File: config.mk
export PLATFORM = sky130hd
export DESIGN_NAME = pes_event_ctrl
export DESIGN_NICKNAME = d
export VERILOG_FILES = /design/src/design/pes_pkg.sv /design/src/design/pes_sticky.sv /design/src/design/pes_page_dec.sv /design/src/design/pes_event_ctrl.sv
export VERILOG_INCLUDE_DIRS = /design/src /design/src/design
export SDC_FILE = /design/constraint.sdc
export NUM_CORES = 1
export LEC_CHECK = 0
export BUFFER_PORTS_ARGS = -buffer_cell sky130_fd_sc_hd__buf_4
export CELL_PAD_IN_SITES_DETAIL_PLACEMENT = 2
export CELL_PAD_IN_SITES_GLOBAL_PLACEMENT = 2
export CORE_ASPECT_RATIO = 1.75
export CORE_MARGIN = 3
export CORE_UTILIZATION = 21
export CTS_CLUSTER_SIZE = 16
export DETAILED_ROUTE_END_ITERATION = 8
export MAX_ROUTING_LAYER = met4
export PLACE_DENSITY_LB_ADDON = 0.3
export SYNTH_ARGS = -nofsm -noshare
export SYNTH_HDL_FRONTEND = slang
export SYNTH_SLANG_ARGS = --single-unit
File: constraint.sdc
create_clock -name clk_sys -period 0.95 [get_ports clk_sys]
set_input_delay 0.095 -clock clk_sys [delete_from_list [all_inputs] [get_ports clk_sys]]
set_output_delay 0.095 -clock clk_sys [all_outputs]
set_load 0.02 [all_outputs]
File: src/design/pes_defs.svh
// Purpose: constants for the event enable and page select block
// Assumes: 5-bit management register addresses, 16-bit register data
// Notes: included by the package, the page decoder and the event controller; the sticky flag does not include it
//
// How it works
// - Selectors 8:7 both zero: status bit 8 flags rx-error half-full, clear on read.
// - Either selector 8:7 set: status bit 8 flags control frame, clear on read.
// - Bit 7 enables link quality monitor interrupt, resets to zero.
// - Bit 6 enables energy detect interrupt, resets to zero.
// - Bit 5 enables link status change interrupt, resets to zero.
// - Bit 4 enables speed change interrupt, resets to zero.
// - Bit 3 enables duplex change, or time protocol when control bit 3 set.
// - Bit 2 enables auto-negotiation complete interrupt, resets to zero.
// - Bit 1 enables false-carrier half-full, or either counter half-full.
// - Bit 0 enables rx-error half-full, or control frame event.
// - Page select bits 15:3 ignore writes and read zero.
// - Three-bit page field, reset zero, picks bank for addresses 14h to 1Fh.
// - Page 0 ext zero, 2 diagnostics, 4 time base, 5/6 time config.
// - Time protocol interrupt re-arms only once its status shows nothing waiting.
`ifndef PES_DEFS_SVH
`define PES_DEFS_SVH

`define PES_ADDR_ISEC 5'h12
`define PES_ADDR_PAGE 5'h13
`define PES_WIN_LO 5'h14
`define PES_WIN_HI 5'h1f

`define PES_STAT_BIT 8
`define PES_EN_W 8
`define PES_EN_RST 8'h00
`define PES_EN_LQ 7
`define PES_EN_ED 6
`define PES_EN_LINK 5
`define PES_EN_SPD 4
`define PES_EN_DUP 3
`define PES_EN_ANC 2
`define PES_EN_FHF 1
`define PES_EN_RHF 0

`define PES_PAGE_W 3
`define PES_PAGE_RST 3'h0
`define PES_PAGE_EXT0 3'h0
`define PES_PAGE_DIAG 3'h2
`define PES_PAGE_PTPB 3'h4
`define PES_PAGE_PTPC5 3'h5
`define PES_PAGE_PTPC6 3'h6

`endif

File: src/design/pes_pkg.sv
// Purpose: types shared by the event enable and page select block
// Assumes: pes_defs.svh holds the numbers
// Notes: nothing here is imported; users write pes_pkg::name
`include "pes_defs.svh"

package pes_pkg;

  // one management access, valid for one cycle while req is high
  typedef struct packed {
    logic req;
    logic write;
    logic [4:0] addr;
    logic [15:0] wdata;
  } pes_mgmt_s;

  // one-cycle event pulses from the phy core, same clock
  typedef struct packed {
    logic link_quality;
    logic energy;
    logic link;
    logic speed;
    logic duplex;
    logic ptp;
    logic autoneg;
    logic false_carrier_hf;
    logic rx_err_hf;
    logic ctrl_frame;
  } pes_evt_s;

  typedef enum logic [4:0] {
    PES_BANK_NONE = 5'b00001,
    PES_BANK_EXT0 = 5'b00010,
    PES_BANK_DIAG = 5'b00100,
    PES_BANK_PTPB = 5'b01000,
    PES_BANK_PTPC = 5'b10000
  } pes_bank_e;

  typedef enum logic [1:0] {
    PES_PTP_ARMED = 2'b01,
    PES_PTP_HELD = 2'b10
  } pes_ptp_e;

  function automatic logic pes_in_window(input logic [4:0] addr);
    pes_in_window = (addr >= `PES_WIN_LO) && (addr <= `PES_WIN_HI);
  endfunction : pes_in_window

endpackage : pes_pkg

File: src/design/pes_sticky.sv
// Purpose: one clear-on-read pending flag
// Assumes: set and clear are single-cycle strobes on clk_sys
// Notes: a set in the clearing cycle survives the clear
module pes_sticky (
  input wire logic clk_sys,
  input wire logic rst,
  input wire logic set,
  input wire logic clear,
  output logic flag
);

  always_ff @(posedge clk_sys or posedge rst) begin
    if (rst) begin
      flag <= 1'b0;
    end else if (set) begin
      flag <= 1'b1;
    end else if (clear) begin
      flag <= 1'b0;
    end
  end

endmodule : pes_sticky

File: src/design/pes_page_dec.sv
// Purpose: decode the page field and address into a paged bank select
// Assumes: page is the registered page field
// Notes: reserved page values select no bank
`include "pes_defs.svh"

module pes_page_dec (
  input wire logic [2:0] page,
  input wire logic [4:0] addr,
  output pes_pkg::pes_bank_e bank,
  output logic window_hit
);

  assign window_hit = pes_pkg::pes_in_window(addr);

  always_comb begin
    case (page)
      `PES_PAGE_EXT0: bank = pes_pkg::PES_BANK_EXT0;
      `PES_PAGE_DIAG: bank = pes_pkg::PES_BANK_DIAG;
      `PES_PAGE_PTPB: bank = pes_pkg::PES_BANK_PTPB;
      `PES_PAGE_PTPC5: bank = pes_pkg::PES_BANK_PTPC;
      `PES_PAGE_PTPC6: bank = pes_pkg::PES_BANK_PTPC;
      // 1, 3 and 7 are left unmapped; software keeps off them
      default: bank = pes_pkg::PES_BANK_NONE;
    endcase
  end

endmodule : pes_page_dec

File: src/design/pes_event_ctrl.sv
// Purpose: status bit 8, interrupt enables 7:0 and the page select register
// Assumes: management accesses and events are synchronous to clk_sys
// Notes: status bits 15:9 live elsewhere and read as zero from here
`include "pes_defs.svh"

module pes_event_ctrl (
  input wire logic clk_sys,
  input wire logic rst,
  input pes_pkg::pes_mgmt_s mgmt,
  output logic mgmt_ack,
  output logic [15:0] mgmt_rdata,
  input wire logic [1:0] second_phy_control_sel,
  input wire logic [1:0] ctrl_frame_config_sel,
  input wire logic interrupt_control_ptp_sel,
  input wire logic time_protocol_status_empty,
  input pes_pkg::pes_evt_s evt,
  output logic irq_event,
  output logic [7:0] irq_enable,
  output logic [2:0] page_select,
  output pes_pkg::pes_bank_e page_bank,
  output logic page_window_hit
);

  // ----------------------------------------------------------------
  // access decode
  // ----------------------------------------------------------------
  logic wr_isec;
  logic wr_page;
  logic rd_isec;
  logic stat_sel_cf;
  logic en_sel_cf;
  logic set_pending;
  logic pending;
  logic ptp_armed;
  logic next_irq;
  pes_pkg::pes_ptp_e ptp_state;

  assign wr_isec = mgmt.req && mgmt.write && (mgmt.addr == `PES_ADDR_ISEC);
  assign wr_page = mgmt.req && mgmt.write && (mgmt.addr == `PES_ADDR_PAGE);
  assign rd_isec = mgmt.req && !mgmt.write && (mgmt.addr == `PES_ADDR_ISEC);
  assign stat_sel_cf = |second_phy_control_sel;
  assign en_sel_cf = |ctrl_frame_config_sel;

  // ----------------------------------------------------------------
  // status bit 8
  // ----------------------------------------------------------------
  // the flag follows its sources whether or not the enable is set
  assign set_pending = stat_sel_cf ? evt.ctrl_frame : evt.rx_err_hf;

  pes_sticky u_pending (
    .clk_sys(clk_sys),
    .rst(rst),
    .set(set_pending),
    .clear(rd_isec),
    .flag(pending)
  );

  // ----------------------------------------------------------------
  // enable and page registers
  // ----------------------------------------------------------------
  always_ff @(posedge clk_sys or posedge rst) begin
    if (rst) begin
      irq_enable <= `PES_EN_RST;
    end else if (wr_isec) begin
      irq_enable <= mgmt.wdata[`PES_EN_W-1:0];
    end
  end

  always_ff @(posedge clk_sys or posedge rst) begin
    if (rst) begin
      page_select <= `PES_PAGE_RST;
    end else if (wr_page) begin
      page_select <= mgmt.wdata[`PES_PAGE_W-1:0]; // upper bits dropped
    end
  end

  pes_page_dec u_page_dec (
    .page(page_select),
    .addr(mgmt.addr),
    .bank(page_bank),
    .window_hit(page_window_hit)
  );

  // ----------------------------------------------------------------
  // read path
  // ----------------------------------------------------------------
  // read data show the flag before this access clears it
  always_ff @(posedge clk_sys or posedge rst) begin
    if (rst) begin
      mgmt_ack <= 1'b0;
      mgmt_rdata <= 16'h0000;
    end else begin
      mgmt_ack <= mgmt.req;
      if (mgmt.req && !mgmt.write && mgmt.addr == `PES_ADDR_ISEC) begin
        mgmt_rdata <= {7'h00, pending, irq_enable};
      end else if (mgmt.req && !mgmt.write && mgmt.addr == `PES_ADDR_PAGE) begin
        mgmt_rdata <= {13'h0000, page_select};
      end else begin
        mgmt_rdata <= 16'h0000;
      end
    end
  end

  // ----------------------------------------------------------------
  // time protocol re-arm
  // ----------------------------------------------------------------
  // one event per batch of status; avoids an interrupt storm while software drains
  always_ff @(posedge clk_sys or posedge rst) begin
    if (rst) begin
      ptp_state <= pes_pkg::PES_PTP_ARMED;
    end else begin
      case (ptp_state)
        pes_pkg::PES_PTP_ARMED: begin
          if (interrupt_control_ptp_sel && irq_enable[`PES_EN_DUP] && evt.ptp) begin
            ptp_state <= pes_pkg::PES_PTP_HELD;
          end
        end
        pes_pkg::PES_PTP_HELD: begin
          if (time_protocol_status_empty) begin
            ptp_state <= pes_pkg::PES_PTP_ARMED;
          end
        end
        default: ptp_state <= pes_pkg::PES_PTP_ARMED;
      endcase
    end
  end

  assign ptp_armed = (ptp_state == pes_pkg::PES_PTP_ARMED);

  // ----------------------------------------------------------------
  // interrupt request
  // ----------------------------------------------------------------
  always_comb begin
    next_irq = 1'b0;
    next_irq = next_irq | (irq_enable[`PES_EN_LQ] & evt.link_quality);
    next_irq = next_irq | (irq_enable[`PES_EN_ED] & evt.energy);
    next_irq = next_irq | (irq_enable[`PES_EN_LINK] & evt.link);
    next_irq = next_irq | (irq_enable[`PES_EN_SPD] & evt.speed);
    if (interrupt_control_ptp_sel) begin
      next_irq = next_irq | (irq_enable[`PES_EN_DUP] & evt.ptp & ptp_armed);
    end else begin
      next_irq = next_irq | (irq_enable[`PES_EN_DUP] & evt.duplex);
    end
    next_irq = next_irq | (irq_enable[`PES_EN_ANC] & evt.autoneg);
    if (en_sel_cf) begin
      next_irq = next_irq | (irq_enable[`PES_EN_FHF] & (evt.false_carrier_hf | evt.rx_err_hf));
      next_irq = next_irq | (irq_enable[`PES_EN_RHF] & evt.ctrl_frame);
    end else begin
      next_irq = next_irq | (irq_enable[`PES_EN_FHF] & evt.false_carrier_hf);
      next_irq = next_irq | (irq_enable[`PES_EN_RHF] & evt.rx_err_hf);
    end
  end

  always_ff @(posedge clk_sys or posedge rst) begin
    if (rst) begin
      irq_event <= 1'b0;
    end else begin
      irq_event <= next_irq;
    end
  end
endmodule : pes_event_ctrl

==> metrics.txt, run 1 <==
Fmax achieved 788 MHz; Crit. End Element output pin; hold violation count in the final report 0; Skew-Pair Late Insertion Delay 0.26 ns; Crit path required time 0.85 ns; first-pass GRT wire length 5.38 mm; Final Skew 0.00660 ns; commonest non-fill, non-tap cells in the layout buf_4 (54), buf_6 (22), dfrtp_1 (17), mux2_2 (10); clk slew on worst S/H paths 0.08 ns; grt ovf 0; PD cells 1460 mW/mm^2; # diodes 0; Yosys warning count 0; RSZ-0062 raised after global routing yes; drt pass-1 iters 3; clock sink count 25; DR WL/cell 16.6 um; CTS buffer count 3; fin nets 213; # fillers 542; post-layout util 37.9%; failing checks setup timing; post-DP HPWL 3.10 mm; Worst Hold Class input port to flop; Die X-Extent 61.5 um; top cells by area, synth dfrtp_1 (53%), mux2_2 (11%), buf_4 (4.6%); largest area contributor in the synthesized netlist dfrtp_1; Cells after Synth 91; post-synthesis sequential area ratio 55.4%; most common cell after layout, fill and taps aside buf_4; core area 0.00510 mm^2; critical setup path kind flop to output pin; die area 0.00634 mm^2; Final Worst Setup Slack -0.320 ns; Row Count 34; Root Buffer clkbuf_8; vias per cell 4.41; pin count of the biggest net entering global routing 26; leakage 1.00 nW; routability cong. 0.707; Max Cap Viol 0; drt first-iter violations 13; critical path arrival 1.17 ns; Total GRT Usage 12.0%; Crit Path Max Fanout 5; shortest period the worst path allows 1.27 ns; Remaining DRCs 0; setup TNS -2.51 ns; status finished with violations; H-tree depth 1; r2r setup slk -0.16 ns; Slew Viols, Final 0; DP Worst Slack -0.271 ns; drt total wl 3.73 mm; initial antenna violation count 0; Area Overhead vs Synth 70.9%; IO Pins 76; starting density of the core 22.2%; Pwr Total 2.83 mW; CTS tree yes; vias in the first global route 1104; maximum VDD drop 520 uV; clk buf depth 2; Die Y 103 um; Seq cells post-synth 25; Syn Std Cell Area 0.00113 mm^2; post-route clock period utilization 134%; IO buf count 60; crit start category flop; number of setup violations in the final report 18; via count 992; Routed Antenna Nets 0; Cell variety after synth 28; top-area cell type share of the netlist area 53.0%; layout cells sized above 1 63.7%; Avg Synthesized Cell Area 12.4 um^2
synth_stat cells, drive strengths merged:
master   instances
a221oi           1
a22o             1
a22oi            1
and2             8
and3             1
and4bb           1
buf              7
clkbuf           1
conb             1
dfrtp           24
dfstp            1
inv              3
mux2            11
mux2i            5
nand2            2
nand2b           2
nand3b           1
nand4            2
nand4b           1
nor2             4
nor2b            1
nor3             4
nor3b            1
o2111ai          1
o211a            1
o21a             2
o21ai            2
xor2             1
path summary, 6_finish.rpt:
| check | from | end | depth (start not counted) |
|---|---|---|---|
| min in group asynchronous | rst | mgmt_rdata[6] | 4 |
| worst min register to register | u_pending.flag | mgmt_rdata[8] | 1 |
| max in group asynchronous | rst | ptp_state[0] | 4 |
| worst max register to register | irq_enable[6] | irq_event | 3 |
| worst min-delay path | time_protocol_status_empty | ptp_state[1] | 2 |
| worst max-delay path | page_select[1] | page_bank[4] | 3 |
critical path, cell delays in order, from the launching register on:
cell     delay [ns]
dfrtp_2        0.45
xor2_1         0.18
and2_4         0.17
buf_6          0.12
layout make-up:
cell class | instances | area, um^2 | area share, %
Timing Repair Buffer | 78 | 673 | 34.8
Inverter | 3 | 11.3 | 0.582
Clock buffer | 4 | 45.0 | 2.33
Tap cell | 54 | 67.6 | 3.49
Sequential cell | 25 | 636 | 32.8
Multi-Input combinational cell | 61 | 503 | 26.0
metal layers:
metal	global-route usage, %	vias to the layer above	share of wire [%]
met3	1.63	2	5.8
met5	-	-	0
met4	3.43	0	0.83
met2	23.2	35	61
li1	-	463	-
met1	11.8	492	32
logic make-up after synthesis:
group | synth area share, %
mux | 15.4
compound gates | 6.08
buf+inv | 5.97
xor+xnor | 0.774
flops | 55.4
simple gates | 16.1
other cells | 0.331
what timing repair did:
item	4_1_cts	5_1_grt
setup buffers	3	2
resized for setup	19	9
hold endpoints to repair	25	0
endpoints found under the setup margin	19	31
pin swaps	4	3
hold buffers	2	0
through the flow:
step / cells / hold WS [ns] / area, um^2
floorplan: 97 / 0.121 / 1190
global placement: 214 / 0.167 / 1730
detailed placement: 214 / 0.182 / 1730
CTS: 223 / 0.0439 / 1890
global route: 225 / 0.0182 / 1940
finish: 225 / 0.0322 / 1940
power breakdown:
group	total, mW	switching (mW)	internal [mW]	leakage (nW)
Clock	0.606	0.307	0.299	0.0228
Combinational	0.977	0.427	0.550	0.662
Sequential	1.25	0.0925	1.16	0.318
Total	2.83	0.826	2.01	1.00
flip-flops by register name, summed over array words and instances (netlist names):
signal,count
ptp_state,2
mgmt_ack,1
irq_event,1
u_pending.flag,1
irq_enable,8
mgmt_rdata,9
page_select,3
No activity file was read; power rests on OpenSTA's default activity.
==> run 2: changes to the inputs <==
- PLACE_DENSITY: unset -> 0.8
- PLACE_DENSITY_LB_ADDON: 0.3 -> unset
- RECOVER_POWER: unset -> 100
==> metrics.txt, run 2 (synthesis gave the netlist of run 1 again) <==
Slew Viols, Final 0; most used cell, CP buf_6; Crit-path slowest cell dfrtp_2; Row Count 34; Remaining DRCs 0; critical path arrival 1.20 ns; starting density of the core 22.2%; fin nets 217; Setup crit start page_select[1]; drt total wl 4.08 mm; # fillers 562; FF+latch area 636 um^2; DR WL/cell 17.8 um; Crit Path Max Fanout 4; reg2reg path depth 3; post-route clock period utilization 136%; Area Overhead vs Synth 76.9%; max FFs per register 9; Worst Hold Class input port to flop; first-pass GRT wire length 5.90 mm; routability cong. 0.812; via count 1027; worst r2r src irq_enable[6]; clk buf depth 2; initial antenna violation count 0; # diodes 0; Top reg by flops mgmt_rdata; crit start category flop; Routed Antenna Nets 0; Fmax achieved 774 MHz; most common cell after layout, fill and taps aside buf_4; maximum VDD drop 633 uV; grt ovf 0; IO Pins 76; Final Skew 0.00405 ns; clock sink count 25; area of the multi-input gates 534 um^2; fin area 0.00200 mm^2; crit-path cells buf_6 > nor3_4 > buf_6; IO buf count 60; Skew-Pair Late Insertion Delay 0.27 ns; Crit path required time 0.85 ns; r2r setup slk -0.15 ns; Max Cap Viol 0; layout cells sized above 1 65.1%; vias per cell 4.48; RSZ-0062 raised after global routing yes; Total GRT Usage 13.0%; core area 0.00510 mm^2; H-tree depth 1; Die X-Extent 61.5 um; WHS Path Cells 2; pin count of the biggest net entering global routing 26; slowest stage delay, CP 0.44 ns; Final Worst Setup Slack -0.342 ns; hold violation count in the final report 0; DP Worst Slack -0.296 ns; R2R Path End irq_event; hold path startpoint mgmt[21]; status finished with violations; commonest non-fill, non-tap cells in the layout buf_4 (38), buf_6 (29), dfrtp_1 (17), mux2_2 (8); Die Y 103 um; post-DP HPWL 3.16 mm; leakage 1.02 nW; WHS Endpoint mgmt_rdata[2]; clk slew on worst S/H paths 0.09 ns; failing checks setup timing; shortest period the worst path allows 1.29 ns; placed cell area 0.00174 mm^2; drt pass-1 iters 2; critical setup path kind flop to output pin; Root Buffer clkbuf_8; CTS buffer count 3; vias in the first global route 1178; Crit. End Element output pin; number of setup violations in the final report 31; CTS tree yes; die area 0.00634 mm^2; drt first-iter violations 24; PD cells 1490 mW/mm^2; biggest regs mgmt_rdata: 9 flops, irq_enable: 8 flops, page_select: 3 flops
run 2: cell types whose count changed in the layout (fill, tap and decap cells not counted), sizes merged:
cell	before	now
clkbuf	4	11
buf	76	71
clkinv	0	1
dlygate4sd3	2	3
run 2: how the worst max path moves through the flow:
| stage | end | slack [ns] |
|---|---|---|
| after floorplan | irq_event | -0.13 |
| after global placement | irq_enable[6] | -0.24 |
| after detailed placement | irq_enable[5] | -0.30 |
| after CTS | page_bank[4] | -0.33 |
| after global routing | page_bank[4] | -0.39 |
| final | page_bank[1] | -0.34 |
run 2: through the flow:
| step | std cells | utilization, % | total power [mW] | hold slack, ns | TNS (ns) |
|---|---|---|---|---|---|
| 2_1_floorplan | 97 | - | 1.65 | 0.121 | -0.639 |
| 3_3_place_gp | 215 | 34.0 | 2.07 | 0.163 | -3.37 |
| 6_report | 229 | 39.2 | 2.98 | 0.0367 | -3.36 |
| 4_1_cts | 226 | 38.0 | 2.93 | 0.0345 | -3.04 |
| 3_5_place_dp | 215 | 34.0 | 2.10 | 0.179 | -4.52 |
| 5_1_grt | 229 | 39.2 | 3.13 | 0.0331 | -4.92 |
run 2: final cells by class:
class	count	share of cell area, %
Inverter	3	0.562
Tap cell	54	3.37
Clock buffer	3	2.06
Sequential cell	25	31.7
Multi-Input combinational cell	61	26.7
Timing Repair Buffer	82	35.4
Clock inverter	1	0.250
run 2: repair_timing:
action                                  4_1_cts  5_1_grt
buffers inserted                              5        3
endpoints found under the setup margin       20       33
pin swaps                                     3        3
gates resized for setup                      25       19
cloned                                        0        0
hold buffers                                  2        1
endpoints found under the hold margin        25        1
run 2: power by group:
part	switching (mW)	leakage [nW]	internal, mW
Combinational	0.469	0.678	0.609
Clock	0.359	0.0255	0.294
Sequential	0.0929	0.318	1.16
run 2: layer usage:
layer | global-route usage (%) | share of wire, %
met1 | 13.5 | 35
met2 | 24.1 | 58
met3 | 2.13 | 5.5
met4 | 3.59 | 1.3
met5 | - | 0
run 2: critical path, delay by kind of cell (launching register included):
| kind | cells | cell delay [ns] |
|---|---|---|
| buffers and inverters | 2 | 0.28 |
| DFF | 1 | 0.44 |
| and+or+nand+nor | 1 | 0.20 |
